File: src/psi_defines.svh
// constants of the panel self-test and indicator block
// assumes a 25 MHz system clock
`ifndef PSI_DEFINES_SVH
`define PSI_DEFINES_SVH
`define PSI_CLK_NS 40
`define PSI_RAPID_HALF_MS 125
`define PSI_TEST_MAX_S 60
`define PSI_BRIG_STEP_TICKS 5'h10
`define PSI_IRREG_PAT 8'hb2
`define PSI_ADDR_CTRL 4'h0
`define PSI_ADDR_ZTYPE 4'h4
`define PSI_ADDR_STAT 4'h8
`define PSI_CTRL_RST 1'h0
`define PSI_ZTYPE_RST 16'hffff
`define PSI_MEM_SEED 8'h5a
`define PSI_ZONES 16
`endif

File: src/psi_pkg.sv
// types of the panel self-test and indicator block
// assumes psi_defines.svh is on the include path
package psi_pkg;
  typedef enum logic [1:0] {ST_IDLE, ST_RUN, ST_PASS, ST_FAIL} psi_test_e;
  typedef enum logic [1:0] {BR_DEFECT, BR_FIRE, BR_NORMAL} psi_brig_e;
  typedef struct packed {
    logic selfTestSw;
    logic brigIsolate;
    logic brigTestIso;
    logic localEnableLink;
    logic panelReset;
    logic fireState;
    logic circuitInd;
    logic chargerPend;
    logic autoTestFire;
    logic doorOpen;
    logic lampTest;
    logic trialEvac;
    logic silenceMaster;
    logic silenceRemote;
    logic ancIsolate;
    logic watchdogStop;
    logic watchdogLatched;
    logic nvWrite;
    logic noResponders;
    logic foreignUnits;
    logic testLink;
    logic buzzerCancelN;
    logic defectAny;
    logic fireAny;
    logic respDone;
    logic respFail;
    logic rduFail;
    logic [15:0] zoneAlarm;
    logic [15:0] zoneDefect;
    logic [15:0] testMiss;
  } psi_pins_s;
  typedef struct packed {
    logic normal;
    logic commonDefect;
    logic commonFire;
    logic ancIsolateLamp;
    logic nonFireAlarmLamp;
    logic selfTestLamp;
    logic indexBulb;
    logic buzzer;
    logic brigDefect;
    logic brigFire;
    logic testCmd;
    logic [15:0] zoneAlarm;
    logic [15:0] zoneDefect;
    logic [18:0] mimic;
  } psi_lamps_s;
endpackage

File: src/psi_panel_ctrl.sv
// master panel self-test sequencer and front-panel indicator driver
// assumes pins are asynchronous to ref_clk; register port is same-clock
//
// The placing of the registers and the plain strobed port were chosen for this implementation.
`timescale 1ns/10ps
`include "psi_defines.svh"

// Operation
// - test commands units, memtest, brigade defect-fire-normal
// - test lamp flashes, steady pass, rapid fail (irregular on memfail)
// - responder reports completion, cycles until stopped
// - zone lamps normal; missed test latches defect
// - panel reset aborts; restarts if qualified
// - failure: rapid lamp, buzzer; memfail irregular on these and normal
// - switch off suspends brigade signalling only
// - 19 flashing external lamps plus mimics
// - index bulb: fire unsilenced, lamp test, trial
// - door closed blanks internal-only lamps
// - normal lamp flashes slowly only in normal state
// - normal steady lamp test, irregular, rapid nv
// - defect lamp flashes on any defect source
// - defect steady on lamptest/watchdog, rapid nv
// - fire lamp flashes on fire sources
// - fire lamp steady lamptest, rapid nv write
// - ancillary isolate lamp flashes when isolated
// - non-fire lamp flashes on non-fire zone alarm
// - entry needs switch plus isolate or link
// - entry blocked by reset, fire, defects, inhibits
module psi_panel_ctrl #(
  parameter int RAPID_CYC =
    `PSI_RAPID_HALF_MS * 1000000 / `PSI_CLK_NS,
  parameter int TEST_MAX_CYC =
    `PSI_TEST_MAX_S * (1000000000 / `PSI_CLK_NS)
) (
  input wire logic ref_clk,
  input wire logic rst,
  input wire psi_pkg::psi_pins_s pins,
  input wire logic [3:0] regAddr,
  input wire logic [31:0] regWdata,
  input wire logic regWr,
  input wire logic regRd,
  output logic [31:0] regRdata,
  output psi_pkg::psi_lamps_s lamps
);

  // ----------------------------------------------------------------
  // pin synchroniser
  // ----------------------------------------------------------------
  psi_pkg::psi_pins_s meta_r;
  psi_pkg::psi_pins_s in_r;
  logic doneSeen_r;

  always_ff @(posedge ref_clk or posedge rst) begin
    if (rst) begin
      meta_r <= '0;
      in_r <= '0;
      doneSeen_r <= 1'b0;
    end else begin
      meta_r <= pins;
      in_r <= meta_r;
      doneSeen_r <= in_r.respDone;
    end
  end

  // completion is a level toggle-free pulse; edge seen after sync
  wire logic respDoneEv = in_r.respDone & ~doneSeen_r;

  // ----------------------------------------------------------------
  // flash generator
  // ----------------------------------------------------------------
  logic [31:0] divCnt_r;
  logic [2:0] phase_r;
  logic rapidTick;

  assign rapidTick = (divCnt_r == 32'(RAPID_CYC - 1));

  always_ff @(posedge ref_clk or posedge rst) begin
    if (rst) begin
      divCnt_r <= '0;
      phase_r <= '0;
    end else if (rapidTick) begin
      divCnt_r <= '0;
      phase_r <= phase_r + 3'h1;
    end else begin
      divCnt_r <= divCnt_r + 32'h1;
    end
  end

  // rapid toggles each tick, slow every four ticks
  wire logic fRapid = phase_r[0];
  wire logic fSlow = phase_r[2];
  logic [7:0] irregPat;
  assign irregPat = `PSI_IRREG_PAT;
  wire logic fIrreg = irregPat[phase_r];

  // ----------------------------------------------------------------
  // register port
  // ----------------------------------------------------------------
  logic memInject_r;
  logic [15:0] fireZone_r;
  psi_pkg::psi_test_e state_r;
  logic memBad_r;
  logic memDone_r;
  logic [7:0] passCnt_r;

  always_ff @(posedge ref_clk or posedge rst) begin
    if (rst) begin
      memInject_r <= `PSI_CTRL_RST;
      fireZone_r <= `PSI_ZTYPE_RST;
    end else if (regWr && regAddr == `PSI_ADDR_CTRL) begin
      memInject_r <= regWdata[0];
    end else if (regWr && regAddr == `PSI_ADDR_ZTYPE) begin
      fireZone_r <= regWdata[15:0];
    end
  end

  always_ff @(posedge ref_clk or posedge rst) begin
    if (rst) begin
      regRdata <= '0;
    end else if (regRd) begin
      unique case (regAddr)
        `PSI_ADDR_CTRL: regRdata <= {31'h0, memInject_r};
        `PSI_ADDR_ZTYPE: regRdata <= {16'h0, fireZone_r};
        `PSI_ADDR_STAT: regRdata <= {20'h0, passCnt_r, memDone_r,
                                     memBad_r, state_r};
        default: regRdata <= '0;
      endcase
    end else begin
      regRdata <= '0;
    end
  end

  // ----------------------------------------------------------------
  // self-test entry and state
  // ----------------------------------------------------------------
  logic qualify;
  logic blocked;
  logic anyFail;
  logic [31:0] tmo_r;

  assign qualify = in_r.selfTestSw & (in_r.brigIsolate |
    in_r.brigTestIso | in_r.localEnableLink);
  assign blocked = in_r.panelReset | in_r.fireState | in_r.circuitInd |
    in_r.chargerPend | in_r.autoTestFire;
  // responder and display failures arrive from the loop
  assign anyFail = memBad_r | in_r.respFail | in_r.rduFail;

  always_ff @(posedge ref_clk or posedge rst) begin
    if (rst) begin
      state_r <= psi_pkg::ST_IDLE;
    end else if (in_r.panelReset) begin
      state_r <= psi_pkg::ST_IDLE;
    end else begin
      unique case (state_r)
        psi_pkg::ST_IDLE:
          if (qualify && !blocked) state_r <= psi_pkg::ST_RUN;
        psi_pkg::ST_RUN:
          if (anyFail || tmo_r == 32'(TEST_MAX_CYC - 1)) begin
            state_r <= psi_pkg::ST_FAIL;
          end else if (memDone_r && passCnt_r != 8'h0) begin
            state_r <= psi_pkg::ST_PASS;
          end
        psi_pkg::ST_PASS:
          if (anyFail) state_r <= psi_pkg::ST_FAIL;
        psi_pkg::ST_FAIL: state_r <= psi_pkg::ST_FAIL;
      endcase
    end
  end

  wire logic inTest = (state_r != psi_pkg::ST_IDLE);

  always_ff @(posedge ref_clk or posedge rst) begin
    if (rst) begin
      tmo_r <= '0;
    end else if (state_r == psi_pkg::ST_RUN) begin
      tmo_r <= tmo_r + 32'h1;
    end else begin
      tmo_r <= '0;
    end
  end

  // responder completions counted; cycling continues after pass
  always_ff @(posedge ref_clk or posedge rst) begin
    if (rst) begin
      passCnt_r <= '0;
    end else if (!inTest) begin
      passCnt_r <= '0;
    end else if (respDoneEv && passCnt_r != 8'hff) begin
      passCnt_r <= passCnt_r + 8'h1;
    end
  end

  // ----------------------------------------------------------------
  // master memory test: fill then verify a scratch array
  // ----------------------------------------------------------------
  logic [7:0] mem [`PSI_ZONES];
  logic [3:0] memAddr_r;
  logic memVerify_r;

  always_ff @(posedge ref_clk) begin
    if (inTest && !memVerify_r && !memDone_r) begin
      mem[memAddr_r] <= `PSI_MEM_SEED ^ {4'h0, memAddr_r};
    end
  end

  always_ff @(posedge ref_clk or posedge rst) begin
    if (rst) begin
      memAddr_r <= '0;
      memVerify_r <= 1'b0;
      memDone_r <= 1'b0;
      memBad_r <= 1'b0;
    end else if (!inTest) begin
      memAddr_r <= '0;
      memVerify_r <= 1'b0;
      memDone_r <= 1'b0;
      memBad_r <= 1'b0;
    end else if (!memDone_r) begin
      memAddr_r <= memAddr_r + 4'h1;
      if (memAddr_r == 4'hf) begin
        memVerify_r <= 1'b1;
        memDone_r <= memVerify_r;
      end
      if (memVerify_r && ((mem[memAddr_r] ^ {7'h0, memInject_r}) !=
          (`PSI_MEM_SEED ^ {4'h0, memAddr_r}))) begin
        memBad_r <= 1'b1;
      end
    end
  end

  // ----------------------------------------------------------------
  // brigade signalling sequence
  // ----------------------------------------------------------------
  psi_pkg::psi_brig_e brig_r;
  logic [4:0] brigCnt_r;
  // switch back to normal freezes the sequence only
  wire logic brigRun = inTest & in_r.selfTestSw;

  always_ff @(posedge ref_clk or posedge rst) begin
    if (rst) begin
      brig_r <= psi_pkg::BR_DEFECT;
      brigCnt_r <= '0;
    end else if (!inTest) begin
      brig_r <= psi_pkg::BR_DEFECT;
      brigCnt_r <= '0;
    end else if (brigRun && rapidTick) begin
      if (brigCnt_r == `PSI_BRIG_STEP_TICKS - 5'h1) begin
        brigCnt_r <= '0;
        unique case (brig_r)
          psi_pkg::BR_DEFECT: brig_r <= psi_pkg::BR_FIRE;
          psi_pkg::BR_FIRE: brig_r <= psi_pkg::BR_NORMAL;
          psi_pkg::BR_NORMAL: brig_r <= psi_pkg::BR_DEFECT;
          default: brig_r <= psi_pkg::BR_DEFECT;
        endcase
      end else begin
        brigCnt_r <= brigCnt_r + 5'h1;
      end
    end
  end

  wire logic stDefect = brigRun & (brig_r == psi_pkg::BR_DEFECT);
  wire logic stFire = brigRun & (brig_r == psi_pkg::BR_FIRE);

  // ----------------------------------------------------------------
  // zone defect latch for missed test stimuli
  // ----------------------------------------------------------------
  logic [15:0] missLatch_r;
  always_ff @(posedge ref_clk or posedge rst) begin
    if (rst) begin
      missLatch_r <= '0;
    end else begin
      // set beats the reset clear
      missLatch_r <= (missLatch_r & {16{~in_r.panelReset}}) |
        (in_r.testMiss & {16{inTest}});
    end
  end

  // ----------------------------------------------------------------
  // indicator patterns
  // ----------------------------------------------------------------
  logic isFail;
  logic memFailShow;
  logic normalDark;
  logic lt;
  logic door;
  psi_pkg::psi_lamps_s nxt;

  assign isFail = (state_r == psi_pkg::ST_FAIL);
  assign memFailShow = isFail & memBad_r;
  assign lt = in_r.lampTest;
  assign door = in_r.doorOpen;
  assign normalDark = in_r.defectAny | in_r.fireAny | in_r.fireState |
    in_r.brigIsolate | in_r.ancIsolate | in_r.silenceMaster |
    in_r.silenceRemote | in_r.brigTestIso | in_r.selfTestSw |
    in_r.trialEvac | ~in_r.buzzerCancelN | in_r.panelReset |
    in_r.testLink | inTest | in_r.watchdogStop |
    in_r.watchdogLatched | in_r.noResponders | in_r.foreignUnits |
    (|(in_r.zoneAlarm & fireZone_r));

  always_comb begin
    nxt = '0;
    // lamp test first; then memory fail (normal), watchdog (defect), nv write
    if (lt) nxt.normal = 1'b1;
    else if (memFailShow) nxt.normal = fIrreg;
    else if (in_r.nvWrite) nxt.normal = fRapid;
    else nxt.normal = ~normalDark & fSlow;
    if (lt || in_r.watchdogStop) nxt.commonDefect = 1'b1;
    else if (in_r.nvWrite) nxt.commonDefect = fRapid;
    else nxt.commonDefect = fSlow & (in_r.defectAny | isFail |
      stDefect | (|missLatch_r));
    if (lt) nxt.commonFire = 1'b1;
    else if (in_r.nvWrite) nxt.commonFire = fRapid;
    else nxt.commonFire = fSlow & (in_r.fireAny |
      |(in_r.zoneAlarm & fireZone_r) | stFire);
    // internal-only lamps blank with the door shut
    nxt.ancIsolateLamp = door & (lt | (in_r.ancIsolate & fSlow));
    nxt.nonFireAlarmLamp = door & (lt |
      (fSlow & |(in_r.zoneAlarm & ~fireZone_r)));
    if (lt) nxt.selfTestLamp = door;
    else if (state_r == psi_pkg::ST_RUN) nxt.selfTestLamp = door & fSlow;
    else if (state_r == psi_pkg::ST_PASS) nxt.selfTestLamp = door;
    else nxt.selfTestLamp = door & isFail &
      (memFailShow ? fIrreg : fRapid);
    nxt.buzzer = isFail & (memFailShow ? fIrreg : fRapid);
    nxt.indexBulb = lt | in_r.trialEvac | (in_r.fireState &
      ~(in_r.silenceMaster | in_r.silenceRemote));
    nxt.brigDefect = stDefect;
    nxt.brigFire = stFire;
    nxt.testCmd = inTest;
    nxt.zoneAlarm = lt ? 16'hffff : (in_r.zoneAlarm & {16{fSlow}});
    nxt.zoneDefect = {16{door}} & (lt ? 16'hffff :
      ((in_r.zoneDefect | missLatch_r) & {16{fSlow}}));
    nxt.mimic = {nxt.normal, nxt.commonDefect, nxt.commonFire,
      nxt.zoneAlarm};
  end

  always_ff @(posedge ref_clk or posedge rst) begin
    if (rst) lamps <= '0;
    else lamps <= nxt;
  end

  // ----------------------------------------------------------------
  // checks
  // ----------------------------------------------------------------
  chk_entry_gate: assert property (@(posedge ref_clk) disable iff (rst)
    $rose(inTest) |-> $past(qualify) && !$past(blocked))
    else $error("self-test entered while not qualified");
  chk_reset_abort: assert property (@(posedge ref_clk) disable iff (rst)
    in_r.panelReset |=> state_r == psi_pkg::ST_IDLE)
    else $error("panel reset did not abort self-test");
  chk_brig_order: assert property (@(posedge ref_clk) disable iff (rst)
    inTest && brig_r == psi_pkg::BR_FIRE && $changed(brig_r)
    |-> $past(brig_r) == psi_pkg::BR_DEFECT)
    else $error("brigade fire not after defect");
  chk_brig_hold: assert property (@(posedge ref_clk) disable iff (rst)
    inTest && !in_r.selfTestSw && $past(inTest) |=> $stable(brig_r))
    else $error("brigade sequence moved while suspended");
  chk_fail_buzz: assert property (@(posedge ref_clk) disable iff (rst)
    isFail && !memBad_r && fRapid |=> lamps.buzzer)
    else $error("buzzer silent after failure");
  chk_lamp_test: assert property (@(posedge ref_clk) disable iff (rst)
    lt && !in_r.watchdogStop |=> lamps.normal && lamps.commonFire
    && lamps.indexBulb && lamps.zoneAlarm == 16'hffff)
    else $error("lamp test not steady");
  chk_door_blank: assert property (@(posedge ref_clk) disable iff (rst)
    !door |=> !lamps.ancIsolateLamp && !lamps.selfTestLamp
    && lamps.zoneDefect == 16'h0)
    else $error("internal lamp lit with door closed");
  chk_normal_dark: assert property (@(posedge ref_clk) disable iff (rst)
    normalDark && !lt && !in_r.nvWrite && !memFailShow
    |=> !lamps.normal)
    else $error("normal lamp lit off normal state");
  chk_bulb_silence: assert property (@(posedge ref_clk) disable iff (rst)
    (in_r.silenceMaster || in_r.silenceRemote) && !lt && !in_r.trialEvac
    |=> !lamps.indexBulb)
    else $error("index bulb lit while silenced");
  chk_miss_latch: assert property (@(posedge ref_clk) disable iff (rst)
    inTest && in_r.testMiss[2] |=> missLatch_r[2] [*2] or
    in_r.panelReset)
    else $error("missed test stimulus not latched");
  chk_pass_steady: assert property (@(posedge ref_clk) disable iff (rst)
    state_r == psi_pkg::ST_PASS && door && !lt |=> lamps.selfTestLamp
    || state_r != psi_pkg::ST_PASS)
    else $error("pass not shown steady");
  chk_timeout: assert property (@(posedge ref_clk) disable iff (rst)
    tmo_r == 32'(TEST_MAX_CYC - 1) && state_r == psi_pkg::ST_RUN
    && !in_r.panelReset |=> isFail)
    else $error("test ran past its time limit");

endmodule

File: config.mk
export PLATFORM = sky130hd
export DESIGN_NAME = psi_panel_ctrl
export DESIGN_NICKNAME = d
export VERILOG_FILES = /design/src/psi_pkg.sv /design/src/psi_panel_ctrl.sv
export VERILOG_INCLUDE_DIRS = /design/src
export SDC_FILE = /design/constraint.sdc
export NUM_CORES = 1
export LEC_CHECK = 0
export BUFFER_PORTS_ARGS = -buffer_cell sky130_fd_sc_hd__buf_2
export CAP_MARGIN = 30
export CORE_MARGIN = 4
export CORE_UTILIZATION = 61
export CTS_CLUSTER_SIZE = 24
export DETAILED_ROUTE_END_ITERATION = 8
export PLACE_DENSITY = 0.84
export SETUP_SLACK_MARGIN = 0.4
export SYNTH_ARGS = -nofsm -noshare
export SYNTH_HDL_FRONTEND = slang
export SYNTH_SLANG_ARGS = --single-unit
File: constraint.sdc
create_clock -name ref_clk -period 18.7 [get_ports ref_clk]
set_input_delay 3.74 -clock ref_clk [delete_from_list [all_inputs] [get_ports ref_clk]]
set_output_delay 3.74 -clock ref_clk [all_outputs]
set_load 0.01 [all_outputs]
# Word level (Yosys, flattened, before mapping)
# Memories as Yosys holds them, arrays and structs flattened.
# Cells that the tools add are included.
[word_totals]
reg_bits = 369
mem_bits_rw = 96
mem_bits_ro = 8
inputBits = 115
output_inout_bits = 94
elab_cells = 265
mem_count = 2
[mem_list]
columns = ["memory", "words", "word_bits", "rd", "rd_ports_with_merged_regs", "write_ports", "line_no", "rtl"]
rows = [
  ["mem", 16, 6, 1, 0, 1, "psi_panel_ctrl.sv:196", "logic [7:0] mem [`PSI_ZONES];"],
  ["(no name shown)", 8, 1, 1, 0, 0, "psi_panel_ctrl.sv:94", "wire logic fIrreg = irregPat[phase_r];"],
]
[op_classes]
addsub = 6
order_cmp = 1
eq_ne = 21
n_mux = 46
n_bitwise = 72
n_reduce_logical = 27
[op_table]
columns = ["cell", "n"]
rows = [
  ["16-bit AND", 7],
  ["32-bit 2-to-1 mux", 3],
  ["32-bit by 1-bit adder with 32-bit output, second input constant", 2],
  ["16-bit case mux with 3 select lines", 1],
  ["16-bit OR reduction", 3],
  ["1-bit OR", 36],
  ["32-bit by 22-bit == test with 1-bit output, second input constant", 1],
  ["32-bit by 31-bit == test with 1-bit output, second input constant", 1],
  ["16-bit 2-to-1 mux", 2],
  ["16-bit OR", 2],
  ["1-bit 2-to-1 mux", 23],
  ["1-bit AND", 18],
  ["2-bit 2-to-1 mux", 8],
  ["8-bit 2-to-1 mux", 2],
  ["16-bit inverter", 1],
  ["5-bit 2-to-1 mux", 3],
  ["2-bit by 1-bit != test with 1-bit output, second input constant", 5],
  ["1-bit logical AND", 9],
  ["8-bit by 1-bit adder with 8-bit output, second input constant", 1],
  ["4-bit == test, second input constant", 2],
  ["4-bit 2-to-1 mux", 2],
  ["8-bit by 7-bit != test with 1-bit output", 1],
  ["8-bit != test, second input constant", 1],
  ["2-bit case mux with 4 select lines", 1],
  ["23 further kinds", 38],
]

# Longest topological paths before layout
[logic_depth]
depth_word = 23
mapped_depth = 8
ltp_nobuf = 8

# Worst setup path before layout
# No wires, ideal clock.
[synth_path]
path_kind = "input to register"
startpoint = "input regAddr[1]"
endpoint = "register fireZone_r[0]"
setup_time_ns = 0.082
arrival_time_ns = 4.918
required_time_ns = 18.618
slack_ns = 13.700
cell_stages = 6
n_path_buf = 2
cell_sequence = "nor3_1 and2_1 clkbuf_1 nand2_1 buf_2 mux2_2"
[synth_between]
elab_chain_len = 4
word_cells_on_any_way = 6
classes_between = "eq/ne (1); bitwise (1); reduce/logical (4)"
[synth_lines]
columns = ["item", "line_no", "rtl"]
rows = [
  ["from (decl)", "psi_panel_ctrl.sv:38", "input wire logic [3:0] regAddr,"],
  ["4-bit zero test", "-", ""],
  ["1-bit logical AND (no line)", "-", ""],
  ["1-bit inverter (no line)", "-", ""],
  ["2-bit AND reduction (no line) (*)", "-", ""],
  ["to (signal assigned)", "psi_panel_ctrl.sv:109", "fireZone_r <= `PSI_ZTYPE_RST;"],
  ["to (signal assigned)", "psi_panel_ctrl.sv:113", "fireZone_r <= regWdata[15:0];"],
  ["to (decl)", "psi_panel_ctrl.sv:100", "logic [15:0] fireZone_r;"],
]
# Every way passes the cells marked *; elsewhere a longest branch is shown, timed or not.
# A chain may end at the register's enable or synchronous reset.

# Final worst setup path
[layout_path]
startpoint = "input regAddr[1]"
endpoint = "register fireZone_r[11]"
# The elaborated chain is that of the path after synthesis.

==> results_dict.tcl <==
set metrics [dict create \
    max_clock_freq_ghz 0.191 \
    rsz_0062_raised_after_global_routing "false" \
    clock-skew-final_ns 0.0172 \
    detailedRoute.firstIterationViolations 1172 \
    detail_route.wirelength_um 35400 \
    cts_hold_repair.buffers 0 \
    grt_antenna_before_repair 1 \
    htreeDepth 2 \
    criticalPathCategory "in2reg" \
    cts.sink_count 398 \
    worst_hold_path_type "reg2reg" \
    drive_above_1_share 0.221 \
    relSlewSlack 0.354 \
    kind_of_start_point_of_the_critical_path "primary input" \
    final-hold-violation-count 0 \
    die_h_um 164 \
    cp_data_arrival_time_ns 5.66 \
    vdd_drop_max_mv 0.0783 \
    crit_path_setup_slack_layout_ns 13.47 \
    synth_top_flop_cell "sky130_fd_sc_hd__dfrtp_1" \
    mean_instance_size_in_the_synthesized_netlist_sq_um 12.9 \
    ratio_of_final_minimum_period_to_clock_period 0.279 \
    first_global_vias 10528 \
    floorplan.initialDensity 0.627 \
    cellPowerDensity_nw_per_um2 105 \
    timing.hold.worst_path_depth 0 \
    area_share_of_the_largest_cell_type_after_synthesis 0.536 \
    r2r_cells 5 \
    final_cell_mix "318 x sky130_fd_sc_hd__dfrtp_1, 176 x sky130_fd_sc_hd__buf_2, 134 x sky130_fd_sc_hd__nor2_1" \
    yosysWarningCount 0 \
    clk_latency_ns 0.53 \
    routabilityCongestion 0.866 \
    timing.final.max_slew_violations 0 \
    setup_total_negative_slack_ns 0 \
    synth-seq-area-share 0.694 \
    netlist.top_cell.by_area "sky130_fd_sc_hd__dfrtp_1" \
    synth_top_cells_by_area "sky130_fd_sc_hd__dfrtp_1 54%, sky130_fd_sc_hd__edfxtp_1 13%, sky130_fd_sc_hd__nor2_1 3.4%" \
    core_area_sq_um 23700 \
    worst_ep_required_time_ns 19.14 \
    grt_overflow 0 \
    grt_first_pass_wirelength_um 55900 \
    cts-root-buf "sky130_fd_sc_hd__clkbuf_16" \
    drv.max_cap_violation_count 0 \
    synth_to_final_area_change_pct 15.2 \
    post_synth_instance_area_sq_um 14800 \
    timing.final.setup_violations 0 \
    design.final.nets 1441 \
    cts_repair_resize_count 0 \
    horizontal_extent_of_the_die_um 164 \
    detailroute.via_count 9841 \
    drt_pass1_iterations 6 \
    grt.total_usage 0.267 \
    post_cts.repair.setup_buffers 0 \
    worst_pin_slew_ns 0.968 \
    rows 56 \
    cts_made_buffers 38 \
    run_status "finished clean" \
    io_buffers 176 \
    utilization 0.722 \
    wire_per_inst_um 21.3 \
    holdWs_ns 0.335 \
    static_power_due_to_leakage_nw 7.76 \
    grt_max_degree 180 \
    ys_types 66 \
    critical_path_peak_fanout 16 \
    design.portCount 209 \
    tritoncts "yes" \
    layout.filler_cells 1471 \
    die_ar_sq_um 26900 \
    detail-route-antenna-nets 0 \
    path_clk_slew_ns 0.06 \
    cts_buffer_depth 3 \
    drc 0 \
    most_common_cell_after_layout_fill_and_taps_aside "sky130_fd_sc_hd__dfrtp_1" \
    worstSetupEndpointType "flip-flop" \
    number_of_synthesized_flops_with_an_enable_pin 64 \
    post-place-ws_ns 13.00 \
    detailedPlacementHpwl_um 21700 \
    avgViaCountPerCell 5.92 \
    postSynth.asyncResetShare 0.839 \
    finalWorstPathRequiredPeriod_ns 5.23 \
    synth.ff_latch_count 398 \
    post_synth_inst_count 1150 \
]
metrics by stage:
stage	instance area (sq um)	power, mW	instances
after floorplan	14900	1.01	1165
after global placement	15800	1.04	1591
after detailed placement	15900	1.05	1593
after CTS	17100	1.80	1660
after global routing	17100	1.85	1661
final	17100	1.79	1661
registers in the layout, indices dropped and copies added, names as in the netlist, 2 cells and up:
register	cells
meta_r	75
in_r	73
mem	64
lamps	43
divCnt_r	32
tmo_r	32
fireZone_r	16
missLatch_r	16
regRdata	16
passCnt_r	8
brigCnt_r	5
memAddr_r	4
phase_r	3
brig_r	2
state_r	2
power breakdown:
part | internal [mW] | switching [mW]
logic | 0.0348 | 0.0538
registers | 0.919 | 0.0294
clock network | 0.433 | 0.317
total | 1.39 | 0.401
path summary, 6_finish.rpt:
check	from	endpoint	slack, ns
max	regAddr[1]	fireZone_r[11]	13.47
min	meta_r[74]	in_r[74]	0.33
max reg2reg	memAddr_r[3]	memBad_r	15.96
min reg2reg	meta_r[74]	in_r[74]	0.33
max in group asynchronous	rst	regRdata[14]	13.76
min in group asynchronous	rst	lamps[26]	3.28
Yosys cell counts (all sizes together) (2+ instances only):
| cell type | n |
|---|---|
| nand2b | 5 |
| xor2 | 42 |
| nor4b | 8 |
| a21oi | 16 |
| buf | 48 |
| a311oi | 3 |
| nand4 | 27 |
| o21ai | 50 |
| dfstp | 16 |
| a211o | 2 |
| a2111oi | 7 |
| ha | 12 |
| mux2 | 18 |
| clkbuf | 27 |
| a211oi | 3 |
| xnor2 | 23 |
| o311a | 2 |
| or4 | 2 |
| mux4 | 4 |
| nor2 | 134 |
| a21boi | 2 |
| a31oi | 4 |
| a21o | 18 |
| o31ai | 6 |
| a221oi | 5 |
| or3 | 7 |
| and4 | 5 |
| and3 | 21 |
| nand3b | 4 |
| o32ai | 2 |
| inv | 49 |
| edfxtp | 64 |
| nor3 | 21 |
| dfrtp | 318 |
| nand2 | 70 |
| o22ai | 4 |
| and2 | 6 |
| nand3 | 36 |
| a22oi | 16 |
| nor4 | 11 |
| mux2i | 7 |
| nor2b | 12 |
layout make-up:
type | count | area (sq um) | area share
flip-flops and latches | 398 | 10300 | 0.602
multi-input cells | 642 | 3990 | 0.233
clock buffers | 59 | 1170 | 0.0685
repair buffers | 184 | 981 | 0.0574
well taps | 319 | 399 | 0.0233
inverters | 50 | 195 | 0.0114
clock inverters | 8 | 61.3 | 0.00359
diodes | 1 | 2.50 | 0.000146
worst max-delay path, cell delays in order:
cell	delay (ns)
sky130_fd_sc_hd__buf_2	0.10
sky130_fd_sc_hd__nor3_1	0.22
sky130_fd_sc_hd__and2_1	0.53
sky130_fd_sc_hd__nand2_1	0.60
sky130_fd_sc_hd__mux2_2	0.47
cells by family after synthesis:
kind of cell,Yosys count,share of synthesized area
xor+xnor,65,0.0384
fa+ha+maj,12,0.0101
simple gates,371,0.124
other cells,1,0.000253
buf+inv,125,0.0413
compound gates,149,0.0677
mux,29,0.0244
flops,398,0.694
metal layers:
layer  track usage  routed length [um]  vias up
met2         0.468               18700      482
met5             0                   0        -
met1         0.332               13100     5006
met3        0.0494                2300      101
met4         0.105                1250        0
li1              -                   -     4252
Note: power is estimated with default switching activity, not from simulation.
